--- config.mk ---
export PLATFORM = sky130hd
export DESIGN_NAME = tscp_port
export DESIGN_NICKNAME = d
export VERILOG_FILES = /design/src/rtl/tscp_pkg.sv /design/src/rtl/tscp_port.sv /design/src/rtl/tscp_fifo.sv
export SDC_FILE = /design/constraint.sdc
export NUM_CORES = 1
export LEC_CHECK = 0
export BUFFER_PORTS_ARGS = -buffer_cell sky130_fd_sc_hd__buf_2
export CORE_UTILIZATION = 45
export DETAILED_ROUTE_END_ITERATION = 10
export PLACE_DENSITY_LB_ADDON = 0.15
export SETUP_SLACK_MARGIN = 0.1
export SLEW_MARGIN = 20
export SYNTH_ARGS = -nofsm -noshare
export SYNTH_HDL_FRONTEND = slang
export SYNTH_SLANG_ARGS = --single-unit
export TNS_END_PERCENT = 5
--- constraint.sdc ---
create_clock -name clock -period 4 [get_ports clock]
set_clock_uncertainty 0.2 [all_clocks]
set_input_delay 0.6 -clock clock [delete_from_list [all_inputs] [get_ports clock]]
set_output_delay 0.6 -clock clock [all_outputs]
set_load 0.01 [all_outputs]
--- src/rtl/tscp_pkg.sv ---
// Purpose: Shared constants and types of the tuner serial control port.
// Assumes: Register offsets are the eight-bit addresses seen on the three-wire bus.
// Notes:   Counts are in serial clock edges, not in system clock cycles.
package tscp_pkg;

  // Bus modes latched when reset is released.
  typedef enum logic [1:0] {TSCP_TWO_WIRE, TSCP_THREE_WIRE, TSCP_SPI} tscp_mode_e;

  // Transaction sequencer states.
  typedef enum logic [2:0] {
    TSCP_IDLE, TSCP_CTRL, TSCP_WR, TSCP_ACK, TSCP_RD, TSCP_RACK, TSCP_SKIP
  } tscp_state_e;

  // Two-wire device addresses, chosen by the serial select pin.
  localparam logic [6:0] TW_ADDR_SEL_LOW  = 7'h11;
  localparam logic [6:0] TW_ADDR_SEL_HIGH = 7'h63;

  // Three-wire register map.
  localparam logic [2:0] TRW_DEV_CODE     = 3'h5;
  localparam logic [7:0] ADDR_COMMAND     = 8'hA0;
  localparam logic [7:0] ADDR_ARG_FIRST   = 8'hA1;
  localparam logic [7:0] ADDR_ARG_LAST    = 8'hA3;
  localparam logic [7:0] ADDR_RESP_FIRST  = 8'hA8;
  localparam logic [7:0] ADDR_RESP_LAST   = 8'hAF;

  // SPI control bytes.
  localparam logic [7:0] SPI_WRITE        = 8'h48;
  localparam logic [7:0] SPI_RD1_DATA     = 8'h80;
  localparam logic [7:0] SPI_RD16_DATA    = 8'hC0;
  localparam logic [7:0] SPI_RD1_GPO      = 8'hA0;
  localparam logic [7:0] SPI_RD16_GPO     = 8'hE0;

  // Frame lengths in bits and bytes.
  localparam logic [7:0] TW_CTRL_BITS     = 8'h08;
  localparam logic [7:0] TRW_CTRL_BITS    = 8'h09;
  localparam logic [7:0] TRW_DATA_BITS    = 8'h10;
  localparam logic [7:0] BYTE_BITS        = 8'h08;
  localparam logic [7:0] SPI_LONG_BITS    = 8'h80;
  localparam logic [4:0] CMD_BYTES        = 5'h08;
  localparam logic [4:0] RESP_BYTES       = 5'h10;

  // General output configuration codes.
  localparam logic [1:0] GPO_HIZ          = 2'h0;
  localparam logic [1:0] GPO_LOW          = 2'h1;
  localparam logic [1:0] GPO_HIGH         = 2'h2;

  // Command stream buffer: bit 8 marks the command byte of a frame.
  localparam int         FIFO_WIDTH       = 9;
  localparam int         FIFO_DEPTH       = 16;

endpackage : tscp_pkg

--- src/rtl/tscp_port.sv ---
// Purpose: Serial slave control port: two-wire, three-wire and SPI bus modes.
// Assumes: All pins are asynchronous to clock and are sampled through two flops.
// Notes:   Serial clock must stay well below a quarter of the system clock rate.
`timescale 1ns/1ps

module tscp_port #(
  parameter int CMD_FIFO_DEPTH = tscp_pkg::FIFO_DEPTH
) (
  // Clock and reset
  input  wire logic       clock,
  input  wire logic       rstn,
  // Serial bus pins
  input  wire logic       sclk_i,
  input  wire logic       sdio_i,
  output logic            sdio_o,
  output logic            sdio_oe,
  input  wire logic       serial_select_n,
  // Mode and general output pins
  input  wire logic       general_out_a_i,
  output logic            general_out_a_o,
  output logic            general_out_a_oe,
  output logic            general_out_a_pullup_en,
  input  wire logic       general_out_b_i,
  output logic            general_out_b_o,
  output logic            general_out_b_oe,
  output logic            general_out_b_pulldown_en,
  output logic            general_out_c_o,
  output logic            general_out_c_oe,
  // General output configuration and interrupt sources
  input  wire logic [1:0] gpo_a_cfg,
  input  wire logic [1:0] gpo_b_cfg,
  input  wire logic [1:0] gpo_c_cfg,
  input  wire logic       general_out_b_irq,
  input  wire logic [2:0] irq_enable,
  input  wire logic       seek_tune_done_irq,
  input  wire logic       quality_irq,
  input  wire logic       rds_irq,
  // Core side
  input  wire logic       powerdown,
  output logic            core_enable,
  output logic [1:0]      bus_mode,
  output logic            cmd_valid,
  input  wire logic       cmd_ready,
  output logic [7:0]      cmd_byte,
  output logic            cmd_first,
  input  wire logic       resp_we,
  input  wire logic [3:0] resp_idx,
  input  wire logic [7:0] resp_wdata
);
  // Pin synchronisers; the first stage feeds only the second.
  logic [2:0] sclk_sy;
  logic [2:0] sdio_sy;
  logic [1:0] sen_sy;
  logic [1:0] ga_sy;
  logic [1:0] gb_sy;

  tscp_pkg::tscp_mode_e  mode_reg;
  tscp_pkg::tscp_state_e state_reg, state_next;
  logic        rst_done_reg;
  logic [7:0]  cnt_reg, cnt_next, cnt_up;
  logic [15:0] sh_reg, sh_next;
  logic [15:0] tx_reg, tx_next;
  logic        drv_reg, drv_next;
  logic        oe_reg, oe_next;
  logic        gsel_reg, gsel_next;
  logic        rd_reg, rd_next;
  logic        ack_reg, ack_next;
  logic        long_reg, long_next;
  logic [4:0]  nb_reg, nb_next;
  logic [7:0]  addr_reg, addr_next;
  logic [7:0]  cmd_buf [8];
  logic [7:0]  resp_reg [16];
  logic        byte_we, word_we, launch;
  logic [3:0]  launch_len;
  logic        push_on_reg;
  logic [3:0]  push_idx_reg, push_len_reg;
  logic        fifo_in_ready;

  wire two_wire = (mode_reg == tscp_pkg::TSCP_TWO_WIRE);
  wire spi_mode = (mode_reg == tscp_pkg::TSCP_SPI);
  wire sen_high = sen_sy[1];
  wire rise     = sclk_sy[1] & ~sclk_sy[2];
  wire fall     = ~sclk_sy[1] & sclk_sy[2];
  wire clk_high = sclk_sy[1] & sclk_sy[2];
  wire start_c  = clk_high & sdio_sy[2] & ~sdio_sy[1] & ~oe_reg;
  wire stop_c   = clk_high & ~sdio_sy[2] & sdio_sy[1] & ~oe_reg;
  wire [6:0] my_addr = sen_high ? tscp_pkg::TW_ADDR_SEL_HIGH
                                : tscp_pkg::TW_ADDR_SEL_LOW;
  wire [7:0] ctrl_bits = (mode_reg == tscp_pkg::TSCP_THREE_WIRE)
                         ? tscp_pkg::TRW_CTRL_BITS : tscp_pkg::TW_CTRL_BITS;
  wire [7:0] spi_bits  = long_reg ? tscp_pkg::SPI_LONG_BITS : tscp_pkg::BYTE_BITS;
  wire [7:0] nb_resp   = resp_reg[nb_reg[3:0]];
  wire       resp_addr = (addr_reg >= tscp_pkg::ADDR_RESP_FIRST)
                       & (addr_reg <= tscp_pkg::ADDR_RESP_LAST);
  // Response registers pair two bytes per word, lower byte index first.
  wire [15:0] rd_word  = resp_addr ? {resp_reg[{addr_reg[2:0], 1'b0}],
                                      resp_reg[{addr_reg[2:0], 1'b1}]} : 16'h0000;
  wire arg_or_cmd = (addr_reg >= tscp_pkg::ADDR_COMMAND)
                  & (addr_reg <= tscp_pkg::ADDR_ARG_LAST);
  wire spi_ga     = oe_next & gsel_next;
  wire [2:0] irq_vec = {seek_tune_done_irq, quality_irq, rds_irq};

  // Places a byte in the upper half of the transmit shifter.
  function automatic logic [15:0] byte_word(input logic [7:0] b);
    return {b, 8'h00};
  endfunction : byte_word

  // Codes 0 and 3 both leave a general output floating.
  function automatic logic gpo_drives(input logic [1:0] cfg);
    return (cfg == tscp_pkg::GPO_LOW) | (cfg == tscp_pkg::GPO_HIGH);
  endfunction : gpo_drives

  assign cnt_up  = 8'(cnt_reg + 8'h01);
  assign sh_next = rise ? {sh_reg[14:0], sdio_sy[1]} : sh_reg;

  always_comb begin
    state_next = state_reg;
    cnt_next   = cnt_reg;
    tx_next    = tx_reg;
    drv_next   = drv_reg;
    oe_next    = oe_reg;
    gsel_next  = gsel_reg;
    rd_next    = rd_reg;
    ack_next   = ack_reg;
    long_next  = long_reg;
    nb_next    = nb_reg;
    addr_next  = addr_reg;
    byte_we    = 1'b0;
    word_we    = 1'b0;
    launch     = 1'b0;
    launch_len = two_wire ? nb_reg[3:0] : 4'h8;
    if (!rst_done_reg) begin
      state_next = tscp_pkg::TSCP_IDLE;
    end else if (two_wire && start_c) begin
      state_next = tscp_pkg::TSCP_CTRL;
      cnt_next   = 8'h00;
      nb_next    = 5'h00;
      rd_next    = 1'b0;
    end else if (two_wire && stop_c) begin
      state_next = tscp_pkg::TSCP_IDLE;
      launch     = ~rd_reg & (nb_reg != 5'h00);
    end else if (!two_wire && sen_high) begin
      // Any partial SPI command is left unlaunched here.
      state_next = tscp_pkg::TSCP_IDLE;
      oe_next    = 1'b0;
      gsel_next  = 1'b0;
    end else begin
      unique case (state_reg)
        tscp_pkg::TSCP_IDLE: begin
          if (!two_wire) begin
            state_next = tscp_pkg::TSCP_CTRL;
            cnt_next   = 8'h00;
            nb_next    = 5'h00;
          end
        end
        tscp_pkg::TSCP_CTRL: begin
          if (rise) begin
            cnt_next = cnt_up;
            if (cnt_up == ctrl_bits) begin
              cnt_next = 8'h00;
              if (two_wire) begin
                rd_next    = sh_next[0];
                state_next = (sh_next[7:1] == my_addr) ? tscp_pkg::TSCP_ACK
                                                       : tscp_pkg::TSCP_SKIP;
              end else if (!spi_mode) begin
                addr_next  = {sh_next[8:6], sh_next[4:0]};
                rd_next    = sh_next[5];
                state_next = (sh_next[8:6] != tscp_pkg::TRW_DEV_CODE) ? tscp_pkg::TSCP_SKIP
                           : sh_next[5] ? tscp_pkg::TSCP_RD : tscp_pkg::TSCP_WR;
              end else begin
                tx_next = byte_word(resp_reg[0]);
                nb_next = 5'h01;
                case (sh_next[7:0])
                  tscp_pkg::SPI_WRITE: state_next = tscp_pkg::TSCP_WR;
                  tscp_pkg::SPI_RD1_DATA, tscp_pkg::SPI_RD16_DATA: begin
                    state_next = tscp_pkg::TSCP_RD;
                    long_next  = sh_next[6];
                    gsel_next  = 1'b0;
                  end
                  tscp_pkg::SPI_RD1_GPO, tscp_pkg::SPI_RD16_GPO: begin
                    state_next = tscp_pkg::TSCP_RD;
                    long_next  = sh_next[6];
                    gsel_next  = 1'b1;
                  end
                  default: state_next = tscp_pkg::TSCP_SKIP;
                endcase
                nb_next = (sh_next[7:0] == tscp_pkg::SPI_WRITE) ? 5'h00 : 5'h01;
              end
            end
          end
        end
        tscp_pkg::TSCP_WR: begin
          if (rise) begin
            cnt_next = cnt_up;
            if (two_wire && cnt_up == tscp_pkg::BYTE_BITS) begin
              // Bytes past the eighth are refused with a missing acknowledge.
              cnt_next = 8'h00;
              if (nb_reg < tscp_pkg::CMD_BYTES) begin
                byte_we    = 1'b1;
                nb_next    = 5'(nb_reg + 5'h01);
                state_next = tscp_pkg::TSCP_ACK;
              end else begin
                state_next = tscp_pkg::TSCP_SKIP;
              end
            end else if (!two_wire && !spi_mode && cnt_up == tscp_pkg::TRW_DATA_BITS) begin
              word_we    = arg_or_cmd;
              launch     = (addr_reg == tscp_pkg::ADDR_COMMAND);
              state_next = tscp_pkg::TSCP_SKIP;
            end else if (spi_mode && cnt_up[2:0] == 3'h0) begin
              byte_we = 1'b1;
              nb_next = 5'(nb_reg + 5'h01);
              if (nb_reg == 5'(tscp_pkg::CMD_BYTES - 5'h01)) begin
                launch     = 1'b1;
                state_next = tscp_pkg::TSCP_SKIP;
              end
            end
          end
        end
        tscp_pkg::TSCP_ACK: begin
          if (fall) begin
            if (cnt_reg == 8'h00) begin
              oe_next  = 1'b1;
              drv_next = 1'b0;
              cnt_next = 8'h01;
            end else if (rd_reg) begin
              tx_next    = byte_word(nb_resp);
              drv_next   = nb_resp[7];
              nb_next    = 5'(nb_reg + 5'h01);
              cnt_next   = 8'h01;
              state_next = tscp_pkg::TSCP_RD;
            end else begin
              oe_next    = 1'b0;
              cnt_next   = 8'h00;
              state_next = tscp_pkg::TSCP_WR;
            end
          end
        end
        tscp_pkg::TSCP_RD: begin
          if (two_wire) begin
            if (fall && cnt_reg == tscp_pkg::BYTE_BITS) begin
              oe_next    = 1'b0;
              state_next = tscp_pkg::TSCP_RACK;
            end else if (fall) begin
              drv_next = tx_reg[14];
              tx_next  = {tx_reg[14:0], 1'b0};
              cnt_next = cnt_up;
            end
          end else if (!spi_mode) begin
            // Turnaround: the bus is first driven half a clock after the control word.
            if (fall && cnt_reg == 8'h00) begin
              oe_next  = 1'b1;
              tx_next  = rd_word;
              drv_next = rd_word[15];
              cnt_next = 8'h01;
            end else if (rise && cnt_reg != 8'h00) begin
              if (cnt_reg == tscp_pkg::TRW_DATA_BITS) begin
                oe_next    = 1'b0;
                state_next = tscp_pkg::TSCP_SKIP;
              end else begin
                drv_next = tx_reg[14];
                tx_next  = {tx_reg[14:0], 1'b0};
                cnt_next = cnt_up;
              end
            end
          end else if (fall) begin
            cnt_next = cnt_up;
            if (cnt_reg == spi_bits) begin
              oe_next    = 1'b0;
              state_next = tscp_pkg::TSCP_SKIP;
            end else if (cnt_reg == 8'h00) begin
              oe_next  = 1'b1;
              drv_next = tx_reg[15];
            end else if (cnt_reg[2:0] == 3'h0) begin
              tx_next  = byte_word(nb_resp);
              drv_next = nb_resp[7];
              nb_next  = 5'(nb_reg + 5'h01);
            end else begin
              drv_next = tx_reg[14];
              tx_next  = {tx_reg[14:0], 1'b0};
            end
          end
        end
        tscp_pkg::TSCP_RACK: begin
          if (rise) begin
            ack_next = ~sdio_sy[1];
          end else if (fall) begin
            if (ack_reg && nb_reg < tscp_pkg::RESP_BYTES) begin
              tx_next    = byte_word(nb_resp);
              drv_next   = nb_resp[7];
              oe_next    = 1'b1;
              nb_next    = 5'(nb_reg + 5'h01);
              cnt_next   = 8'h01;
              state_next = tscp_pkg::TSCP_RD;
            end else begin
              state_next = tscp_pkg::TSCP_SKIP;
            end
          end
        end
        tscp_pkg::TSCP_SKIP: begin
          oe_next = 1'b0;
        end
      endcase
    end
  end

  always_ff @(posedge clock) begin
    sclk_sy <= {sclk_sy[1:0], sclk_i};
    sdio_sy <= {sdio_sy[1:0], sdio_i};
    sen_sy  <= {sen_sy[0], serial_select_n};
    ga_sy   <= {ga_sy[0], general_out_a_i};
    gb_sy   <= {gb_sy[0], general_out_b_i};
  end

  // Strap capture happens in the first cycle after reset release.
  always_ff @(posedge clock) begin
    if (!rstn) begin
      rst_done_reg <= 1'b0;
      mode_reg     <= tscp_pkg::TSCP_TWO_WIRE;
    end else if (!rst_done_reg) begin
      rst_done_reg <= 1'b1;
      mode_reg     <= !ga_sy[1] ? tscp_pkg::TSCP_THREE_WIRE
                    : gb_sy[1] ? tscp_pkg::TSCP_SPI : tscp_pkg::TSCP_TWO_WIRE;
    end
  end

  always_ff @(posedge clock) begin
    if (!rstn) begin
      state_reg <= tscp_pkg::TSCP_IDLE;
      cnt_reg   <= 8'h00;
      sh_reg    <= 16'h0000;
      tx_reg    <= 16'h0000;
      drv_reg   <= 1'b0;
      oe_reg    <= 1'b0;
      gsel_reg  <= 1'b0;
      rd_reg    <= 1'b0;
      ack_reg   <= 1'b0;
      long_reg  <= 1'b0;
      nb_reg    <= 5'h00;
      addr_reg  <= 8'h00;
    end else begin
      state_reg <= state_next;
      cnt_reg   <= cnt_next;
      sh_reg    <= sh_next;
      tx_reg    <= tx_next;
      drv_reg   <= drv_next;
      oe_reg    <= oe_next;
      gsel_reg  <= gsel_next;
      rd_reg    <= rd_next;
      ack_reg   <= ack_next;
      long_reg  <= long_next;
      nb_reg    <= nb_next;
      addr_reg  <= addr_next;
    end
  end

  always_ff @(posedge clock) begin
    if (!rstn) begin
      cmd_buf  <= '{default: 8'h00};
      resp_reg <= '{default: 8'h00};
    end else begin
      if (byte_we) cmd_buf[nb_reg[2:0]] <= sh_next[7:0];
      if (word_we) begin
        cmd_buf[{addr_reg[1:0], 1'b0}] <= sh_next[15:8];
        cmd_buf[{addr_reg[1:0], 1'b1}] <= sh_next[7:0];
      end
      if (resp_we) resp_reg[resp_idx] <= resp_wdata;
    end
  end

  // A finished command drains into the stream; a launch while draining is
  // dropped, since the host waits for clear-to-send before the next one.
  always_ff @(posedge clock) begin
    if (!rstn) begin
      push_on_reg  <= 1'b0;
      push_idx_reg <= 4'h0;
      push_len_reg <= 4'h0;
    end else if (!push_on_reg) begin
      push_on_reg  <= launch;
      push_idx_reg <= 4'h0;
      push_len_reg <= launch_len;
    end else if (fifo_in_ready) begin
      push_idx_reg <= 4'(push_idx_reg + 4'h1);
      push_on_reg  <= (4'(push_idx_reg + 4'h1) != push_len_reg);
    end
  end

  tscp_fifo #(
    .WIDTH (tscp_pkg::FIFO_WIDTH),
    .DEPTH (CMD_FIFO_DEPTH)
  ) u_cmd_fifo (
    .clock     (clock),
    .rstn      (rstn),
    .in_valid  (push_on_reg),
    .in_ready  (fifo_in_ready),
    .in_data   ({push_idx_reg == 4'h0, cmd_buf[push_idx_reg[2:0]]}),
    .out_valid (cmd_valid),
    .out_ready (cmd_ready),
    .out_data  ({cmd_first, cmd_byte})
  );

  // Pin and core outputs; powerdown leaves the serial bus running.
  always_ff @(posedge clock) begin
    if (!rstn) begin
      sdio_o                    <= 1'b0;
      sdio_oe                   <= 1'b0;
      general_out_a_o           <= 1'b0;
      general_out_a_oe          <= 1'b0;
      general_out_a_pullup_en   <= 1'b1;
      general_out_b_o           <= 1'b0;
      general_out_b_oe          <= 1'b0;
      general_out_b_pulldown_en <= 1'b1;
      general_out_c_o           <= 1'b0;
      general_out_c_oe          <= 1'b0;
      core_enable               <= 1'b0;
      bus_mode                  <= 2'h0;
    end else begin
      sdio_o                    <= drv_next;
      sdio_oe                   <= oe_next & ~gsel_next;
      general_out_a_o           <= spi_ga ? drv_next : (gpo_a_cfg == tscp_pkg::GPO_HIGH);
      general_out_a_oe          <= spi_ga | gpo_drives(gpo_a_cfg);
      general_out_a_pullup_en   <= 1'b0;
      general_out_b_o           <= general_out_b_irq ? |(irq_vec & irq_enable)
                                                     : (gpo_b_cfg == tscp_pkg::GPO_HIGH);
      general_out_b_oe          <= general_out_b_irq | gpo_drives(gpo_b_cfg);
      general_out_b_pulldown_en <= 1'b0;
      general_out_c_o           <= (gpo_c_cfg == tscp_pkg::GPO_HIGH);
      general_out_c_oe          <= gpo_drives(gpo_c_cfg);
      core_enable               <= ~powerdown;
      bus_mode                  <= mode_reg;
    end
  end

endmodule : tscp_port

--- src/rtl/tscp_fifo.sv ---
// Purpose: Synchronous FIFO with a registered output stage.
// Assumes: One clock; push and pop may happen in the same cycle.
// Notes:   Holds DEPTH words in the array plus one in the output register.
`timescale 1ns/1ps
module tscp_fifo #(
  parameter int WIDTH = 9,
  parameter int DEPTH = 16
) (
  // Clock and reset
  input  wire logic             clock,
  input  wire logic             rstn,
  // Fill side
  input  wire logic             in_valid,
  output logic                  in_ready,
  input  wire logic [WIDTH-1:0] in_data,
  // Drain side
  output logic                  out_valid,
  input  wire logic             out_ready,
  output logic [WIDTH-1:0]      out_data
);
  localparam int PW = (DEPTH > 1) ? $clog2(DEPTH) : 1;
  localparam int CW = $clog2(DEPTH + 1);

  logic [WIDTH-1:0] mem_reg [DEPTH];
  logic [PW-1:0]    wr_ptr_reg;
  logic [PW-1:0]    rd_ptr_reg;
  logic [CW-1:0]    count_reg;
  logic             push;
  logic             load;

  function automatic logic [PW-1:0] ptr_inc(input logic [PW-1:0] p);
    return (p == PW'(DEPTH - 1)) ? '0 : PW'(p + 1'b1);
  endfunction : ptr_inc

  assign in_ready = (count_reg != CW'(DEPTH));
  assign push     = in_valid & in_ready;
  // The output register refills whenever it is empty or being drained.
  assign load     = (count_reg != '0) & (~out_valid | out_ready);

  always_ff @(posedge clock) begin
    if (push) begin
      mem_reg[wr_ptr_reg] <= in_data;
    end
  end

  always_ff @(posedge clock) begin
    if (!rstn) begin
      wr_ptr_reg <= '0;
      rd_ptr_reg <= '0;
      count_reg  <= '0;
      out_valid  <= 1'b0;
      out_data   <= '0;
    end else begin
      if (push) wr_ptr_reg <= ptr_inc(wr_ptr_reg);
      if (load) rd_ptr_reg <= ptr_inc(rd_ptr_reg);
      count_reg <= CW'(count_reg + CW'(push) - CW'(load));
      if (load) begin
        out_valid <= 1'b1;
        out_data  <= mem_reg[rd_ptr_reg];
      end else if (out_ready) begin
        out_valid <= 1'b0;
      end
    end
  end

endmodule : tscp_fifo

==> results.sh, run 1 <==
export IMPL_drc=0
export IMPL_r2r_start="cnt_reg[1]"
export IMPL_dpl_worst_slack_ns=0.423
export IMPL_cp_required_ns=4.30
export IMPL_drt_first_pass_iters=5
export IMPL_fin_util_pct=52.4
export IMPL_cts_sinks=456
export IMPL_yosys_warnings=0
export IMPL_grt_start_max_net_pins=128
export IMPL_seq_area_frac_synth_pct=47.9
export IMPL_drive_above_1_share_pct=19.6
export IMPL_h_tree_depth=2
export IMPL_p_switching_mw=2.81
export IMPL_synth_top_cell_by_area="dfxtp_1"
export IMPL_antenna_found_initial=1
export IMPL_async_flop_share_pct=0
export IMPL_crit_arrival_ns=3.91
export IMPL_core_um2=48000
export IMPL_hold_viol_final=0
export IMPL_rows=80
export IMPL_hp_start="cmd_ready"
export IMPL_slew_limit_headroom_pct=38.9
export IMPL_path_class="register to register"
export IMPL_synth_top_area_share_pct=28.3
export IMPL_start_util_pct=45.9
export IMPL_largest_register_ffs=144
export IMPL_routed_wl_mm=61.5
export IMPL_vias=16459
export IMPL_dp_cells=2610
export IMPL_status="finished, final reports clean"
export IMPL_synth_edff_count=144
export IMPL_portBuffers=57
export IMPL_p_sw_share_pct=24.7
export IMPL_post_route_period_util_pct=90.3
export IMPL_power_leakage_nw=8.91
export IMPL_die_w_um=223
export IMPL_drt_iter0_markers=1580
export IMPL_ctsLongestPathBuffers=3
export IMPL_grt_overflow=0
export IMPL_tritoncts="built"
export IMPL_cp_max_fo=16
export IMPL_clkTransAtPathRegs_ns=0.06
export IMPL_cp_end_kind="register"
export IMPL_setup_ws_ns=0.388
export IMPL_worstMarginPinSlew_ns=0.916
export IMPL_synth_cell_type_count=82
export IMPL_viasPerCell=6.07
export IMPL_hpwl_mm=40.6
export IMPL_crit_chain="ha_1, xnor2_1, buf_4, nand2_1, nor4_1, o21ai_2, nor2_1, nor2_1, o32ai_1"
export IMPL_syn_num_nets=2054
export IMPL_wire_per_inst_um=22.7
export IMPL_pwr_share_comb_pct=11.3
export IMPL_cpMaxStageDelayCell="nor2_1"
export IMPL_setup_viol=0
export IMPL_synth_ff_type="dfxtp_1"
export IMPL_syn2layout_area_growth_pct=14.2
export IMPL_min_period_ns=3.61
export IMPL_startpoint="cnt_reg[1]"
export IMPL_p_int_mw=8.59
export IMPL_synth_area_top_cells="dfxtp_1 28%, edfxtp_1 20%, mux4_2 13%"
export IMPL_clkLatencyLatePin_ns=0.63
export IMPL_rsz0062_at_grt="no"
export IMPL_power_frac_clock_pct=45.4
export IMPL_fmax_mhz=277
export IMPL_die_y_um=223
export IMPL_root_buffer="clkbuf_16"
export IMPL_report_final_slew_viol_count=0
export IMPL_syn_cell_area_um2=22100
export IMPL_min_path_type="primary input to register"
export IMPL_start_kind="register"
export IMPL_power_frac_seq_pct=43.3
export IMPL_cap_violations=0
export IMPL_setup_tns_final_ns=0
export IMPL_layout_nets=2112
export IMPL_ys_ff_latch=456
export IMPL_postSynthCellCount=1997
export IMPL_crit_path_frequent_cell="nor2_1"
export IMPL_ant_nets=0
export IMPL_grt_usage_pct=24.8
export IMPL_cts_buffers=51
export IMPL_gp_congestion=0.943
export IMPL_grt_pass1_vias=16244
export IMPL_max_stage_delay_ns=0.57
export IMPL_fp_dieArea_um2=49900
export IMPL_fin_cells=2713
export IMPL_syn_mean_instance_area_um2=11.0
export IMPL_pin_count=58
export IMPL_pwr_density_cell_nw_per_um2=453
export IMPL_grt_pass1_wl_mm=95.5
export IMPL_fin_total_pwr_mw=11.4
export IMPL_peakVddDrop_mv=0.534
## area by class of cell
class	count	area, µm²
tap	615	769
inverter	49	189
multi-input combinational	1352	10800
timing repair buffer	145	1000
sequential	456	10600
antenna	1	2.50
clock inverter	26	415
fill	4228	22900
clock buffer	69	1470
## layer usage
layer  routed length, µm  track usage (%)  part of all wire (%)
met1               27400             34.2                    45
met2               28100             39.1                    46
met3                4000             4.28                   6.5
met4                1970             9.21                   3.2
met5                   0                0                     0
## per-stage QoR
stage          hold slack [ns]  instance area (µm²)
2_1_floorplan            0.110                22100
3_3_place_gp             0.111                23200
3_5_place_dp             0.113                23200
4_1_cts                 0.0229                25200
5_1_grt                 0.0425                25200
6_report                0.0547                25200
## critical path, delay by kind of cell, from the launching register on
kind	cells	cell delay (ns)
adders and majority gates	1	0.40
DFF	1	0.42
xor gates and xnor gates	1	0.24
buffers and inverters	1	0.21
AOI/OAI and AO/OA	2	0.72
and+or+nand+nor	4	1.32
## cell usage in the layout (no fill, tap or decap), types with 7 or more instances in the layout
cell / n
ha_1: 21
a211oi_1: 17
dfxtp_1: 307
buf_2: 56
mux4_2: 123
nor4bb_1: 8
buf_4: 79
o21ai_0: 53
inv_1: 48
xnor2_1: 15
o32ai_1: 14
nand4_1: 13
a21oi_1: 62
nand2_1: 151
nand3b_1: 13
bufinv_16: 9
dlygate4sd3_1: 7
o31ai_1: 22
mux2_2: 30
nand3_1: 28
o211ai_1: 9
edfxtp_1: 144
nor3b_1: 11
mux2i_1: 209
a31oi_1: 28
nor2_1: 267
clkbuf_8: 10
nor3_1: 39
o311ai_0: 7
or3_1: 14
clkbuf_16: 52
nand2b_1: 16
and2_1: 9
clkinv_2: 10
a22oi_1: 11
clkbuf_1: 7
nor2b_1: 20
o22ai_1: 28
## path summary, 6_finish.rpt
| check | to | cells past startpoint | slack [ns] |
|---|---|---|---|
| max | cmd_buf[40] | 9 | 0.39 |
| min | u_cmd_fifo.out_valid | 3 | 0.05 |
| max reg2reg | cmd_buf[40] | 9 | 0.39 |
| min reg2reg | gb_sy[1] | 0 | 0.13 |
## cells by family after synthesis
kind of cell               Yosys count  synth area share (%)
adders and majority gates           22                  1.28
xor gates and xnor gates            21                 0.834
muxes                              362                  23.6
and+or+nand+nor                    631                  13.3
buffers and inverters              189                  3.32
DFF                                456                  47.9
AOI/OAI and AO/OA                  316                  9.74
## synth_stat cells, types with 5 or more instances
master      n
mux4_2    123
a211oi_1   17
inv_1      49
buf_1      24
o22ai_1    28
nor2_1    267
a21oi_1    62
dfxtp_1   312
o21ai_0    53
or3_1      14
nand3b_1   13
mux2i_1   209
or4_1       5
and3_1      6
o31ai_1    22
a22oi_1    11
nand2b_1   16
nor3_1     39
o32ai_1    14
a32oi_1     6
nor4_1      6
xnor2_1    15
nand4_1    13
clkbuf_1  102
nor4bb_1    8
nor3b_1    12
o311ai_0    7
o21a_1      5
nand3_1    28
nand2_1   151
and4_1      5
mux2_2     30
buf_2      12
a31oi_1    28
nor2b_1    21
edfxtp_1  144
ha_1       21
xor2_1      6
o21ai_1     7
o211ai_1    9
and2_1      9
or2_2       5
## power groups by stage
| stage | Clock, mW | Combinational, mW | Sequential, mW |
|---|---|---|---|
| floorplan | 0 | 0.909 | 5.04 |
| CTS | 5.27 | 1.30 | 4.94 |
| detailed placement | 0 | 1.29 | 5.04 |
| finish | 5.18 | 1.29 | 4.94 |
| global placement | 0 | 1.27 | 5.03 |
| global route | 5.45 | 1.42 | 4.95 |
## what timing repair did
item | CTS | global route
buffers inserted | 0 | 0
hold buffers | 7 | 0
gates resized for setup | 0 | 0
endpoints found under the hold margin | 7 | 0
Power figures use the tool's default switching activity.
==> run 2, diff against run 1 <==
==> constraint.sdc (replaced) <==
create_clock -name clock -period 4.4 [get_ports clock]
set_clock_uncertainty 0.2 [all_clocks]
set_input_delay 0.66 -clock clock [delete_from_list [all_inputs] [get_ports clock]]
set_output_delay 0.66 -clock clock [all_outputs]
set_load 0.01 [all_outputs]
==> results.sh, run 2 (same netlist as run 1, synthesis figures left out) <==
export IMPL_largest_register_ffs=144
export IMPL_drt_iter0_markers=1540
export IMPL_setup_tns_final_ns=0
export IMPL_drc=0
export IMPL_rows=80
export IMPL_ant_nets=0
export IMPL_cts_buffers=50
export IMPL_cap_violations=0
export IMPL_grt_start_max_net_pins=141
export IMPL_die_w_um=223
export IMPL_cp_end_kind="register"
export IMPL_h_tree_depth=2
export IMPL_post_cts_resized=0
export IMPL_vias=16225
export IMPL_min_path_type="primary input to register"
export IMPL_post_route_period_util_pct=85.5
export IMPL_peakVddDrop_mv=0.301
export IMPL_pin_count=58
export IMPL_portBuffers=57
export IMPL_layout_common_cells="307 x dfxtp_1, 267 x nor2_1, 209 x mux2i_1, 151 x nand2_1, 144 x edfxtp_1"
export IMPL_cp_required_ns=4.67
export IMPL_antenna_found_initial=0
export IMPL_drive_above_1_share_pct=18.4
export IMPL_min_period_ns=3.76
export IMPL_wire_per_inst_um=22.8
export IMPL_worstMarginPinSlew_ns=1.11
export IMPL_gp_congestion=0.954
export IMPL_layout_nets=2097
export IMPL_routed_wl_mm=61.5
export IMPL_start_util_pct=45.9
export IMPL_nFillCells=4234
export IMPL_diodes=0
export IMPL_root_buffer="clkbuf_16"
export IMPL_crit_arrival_ns=4.04
export IMPL_tritoncts="built"
export IMPL_hold_viol_final=0
export IMPL_fin_total_pwr_mw=10.1
export IMPL_cp_max_fo=16
export IMPL_pwr_density_cell_nw_per_um2=404
export IMPL_status="finished, final reports clean"
export IMPL_path_class="register to register"
export IMPL_viasPerCell=6.02
export IMPL_cts_sinks=456
export IMPL_grt_pass1_vias=16022
export IMPL_multiInputGateArea_um2=10800
export IMPL_fmax_mhz=266
export IMPL_layout_commonest_cell="dfxtp_1"
export IMPL_slew_limit_headroom_pct=25.7
export IMPL_syn2layout_area_growth_pct=13.0
export IMPL_ctsLongestPathBuffers=3
export IMPL_rsz0062_at_grt="no"
export IMPL_clkLatencyLatePin_ns=0.61
export IMPL_setup_viol=0
export IMPL_report_final_slew_viol_count=0
export IMPL_grt_overflow=0
export IMPL_start_kind="register"
export IMPL_core_um2=48000
export IMPL_fp_dieArea_um2=49900
export IMPL_die_y_um=223
export IMPL_drt_first_pass_iters=5
export IMPL_hpwl_mm=41.1
export IMPL_regArea_um2=10600
export IMPL_power_leakage_nw=8.74
export IMPL_grt_pass1_wl_mm=96.6
export IMPL_clkTransAtPathRegs_ns=0.06
export IMPL_grt_usage_pct=25.1
-- run 2: cell count changes in the layout (fill, tap and decap cells not counted), moves of 2 or more --
cell	previous run	this run
buf_4	79	67
bufinv_16	9	7
clkbuf_1	7	16
clkbuf_16	52	50
clkbuf_8	10	8
clkinv_1	1	3
clkinv_2	10	1
-- run 2: through the flow --
step | area [µm²] | hold WS [ns] | cells | util [%] | setup WS, ns
6_report | 24900 | 0.0837 | 2694 | 51.9 | 0.637
2_1_floorplan | 22100 | 0.110 | 1997 | - | 1.20
3_3_place_gp | 23100 | 0.111 | 2597 | 48.1 | 0.768
3_5_place_dp | 23100 | 0.112 | 2597 | 48.1 | 0.690
5_1_grt | 24900 | 0.0892 | 2694 | 51.9 | 0.396
4_1_cts | 24900 | 0.0647 | 2694 | 51.9 | 0.691
-- run 2: where the power goes --
| group | internal, mW | leakage (nW) | total (mW) | switching (mW) |
|---|---|---|---|---|
| clock network | 2.66 | 0.832 | 4.41 | 1.76 |
| logic | 0.502 | 4.23 | 1.12 | 0.621 |
| registers | 4.42 | 3.68 | 4.53 | 0.116 |
| total | 7.57 | 8.74 | 10.1 | 2.49 |
-- run 2: worst paths after layout --
| path | cells after the start | slack (ns) | to | from |
|---|---|---|---|---|
| setup / recovery | 7 | 0.64 | state_reg[2] | sclk_sy[1] |
| hold / removal | 2 | 0.08 | general_out_b_o | general_out_b_irq |
| setup reg to reg | 7 | 0.64 | state_reg[2] | sclk_sy[1] |
| hold reg to reg | 0 | 0.12 | gb_sy[1] | gb_sy[0] |
-- run 2: cell type report --
type,instances,share of cell area [%]
multi-input cells,1352,43.2
flip-flops and latches,456,42.4
clock buffers,74,5.70
repair buffers,131,3.54
well taps,615,3.09
clock inverters,17,1.27
inverters,49,0.758
-- run 2: critical path: stages (launching register included) --
cell	delay [ns]
dfxtp_1	0.69
nor2b_1	0.25
mux2_2	0.47
or4_1	0.43
a2111oi_0	0.78
o31ai_1	0.15
or4_1	0.56
o211a_1	0.13
-- run 2: repair_timing --
item	4_1_cts	5_1_grt
hold endpoints to repair	6	0
hold buffers	6	0
endpoints found under the setup margin	0	0
buffers inserted	0	0
-- run 2: routing by layer --
| layer | part of all wire, % | global-route usage [%] |
|---|---|---|
| met1 | 45 | 35.3 |
| met2 | 46 | 40.0 |
| met3 | 5.4 | 3.38 |
| met4 | 2.7 | 8.13 |
| met5 | 0 | 0 |
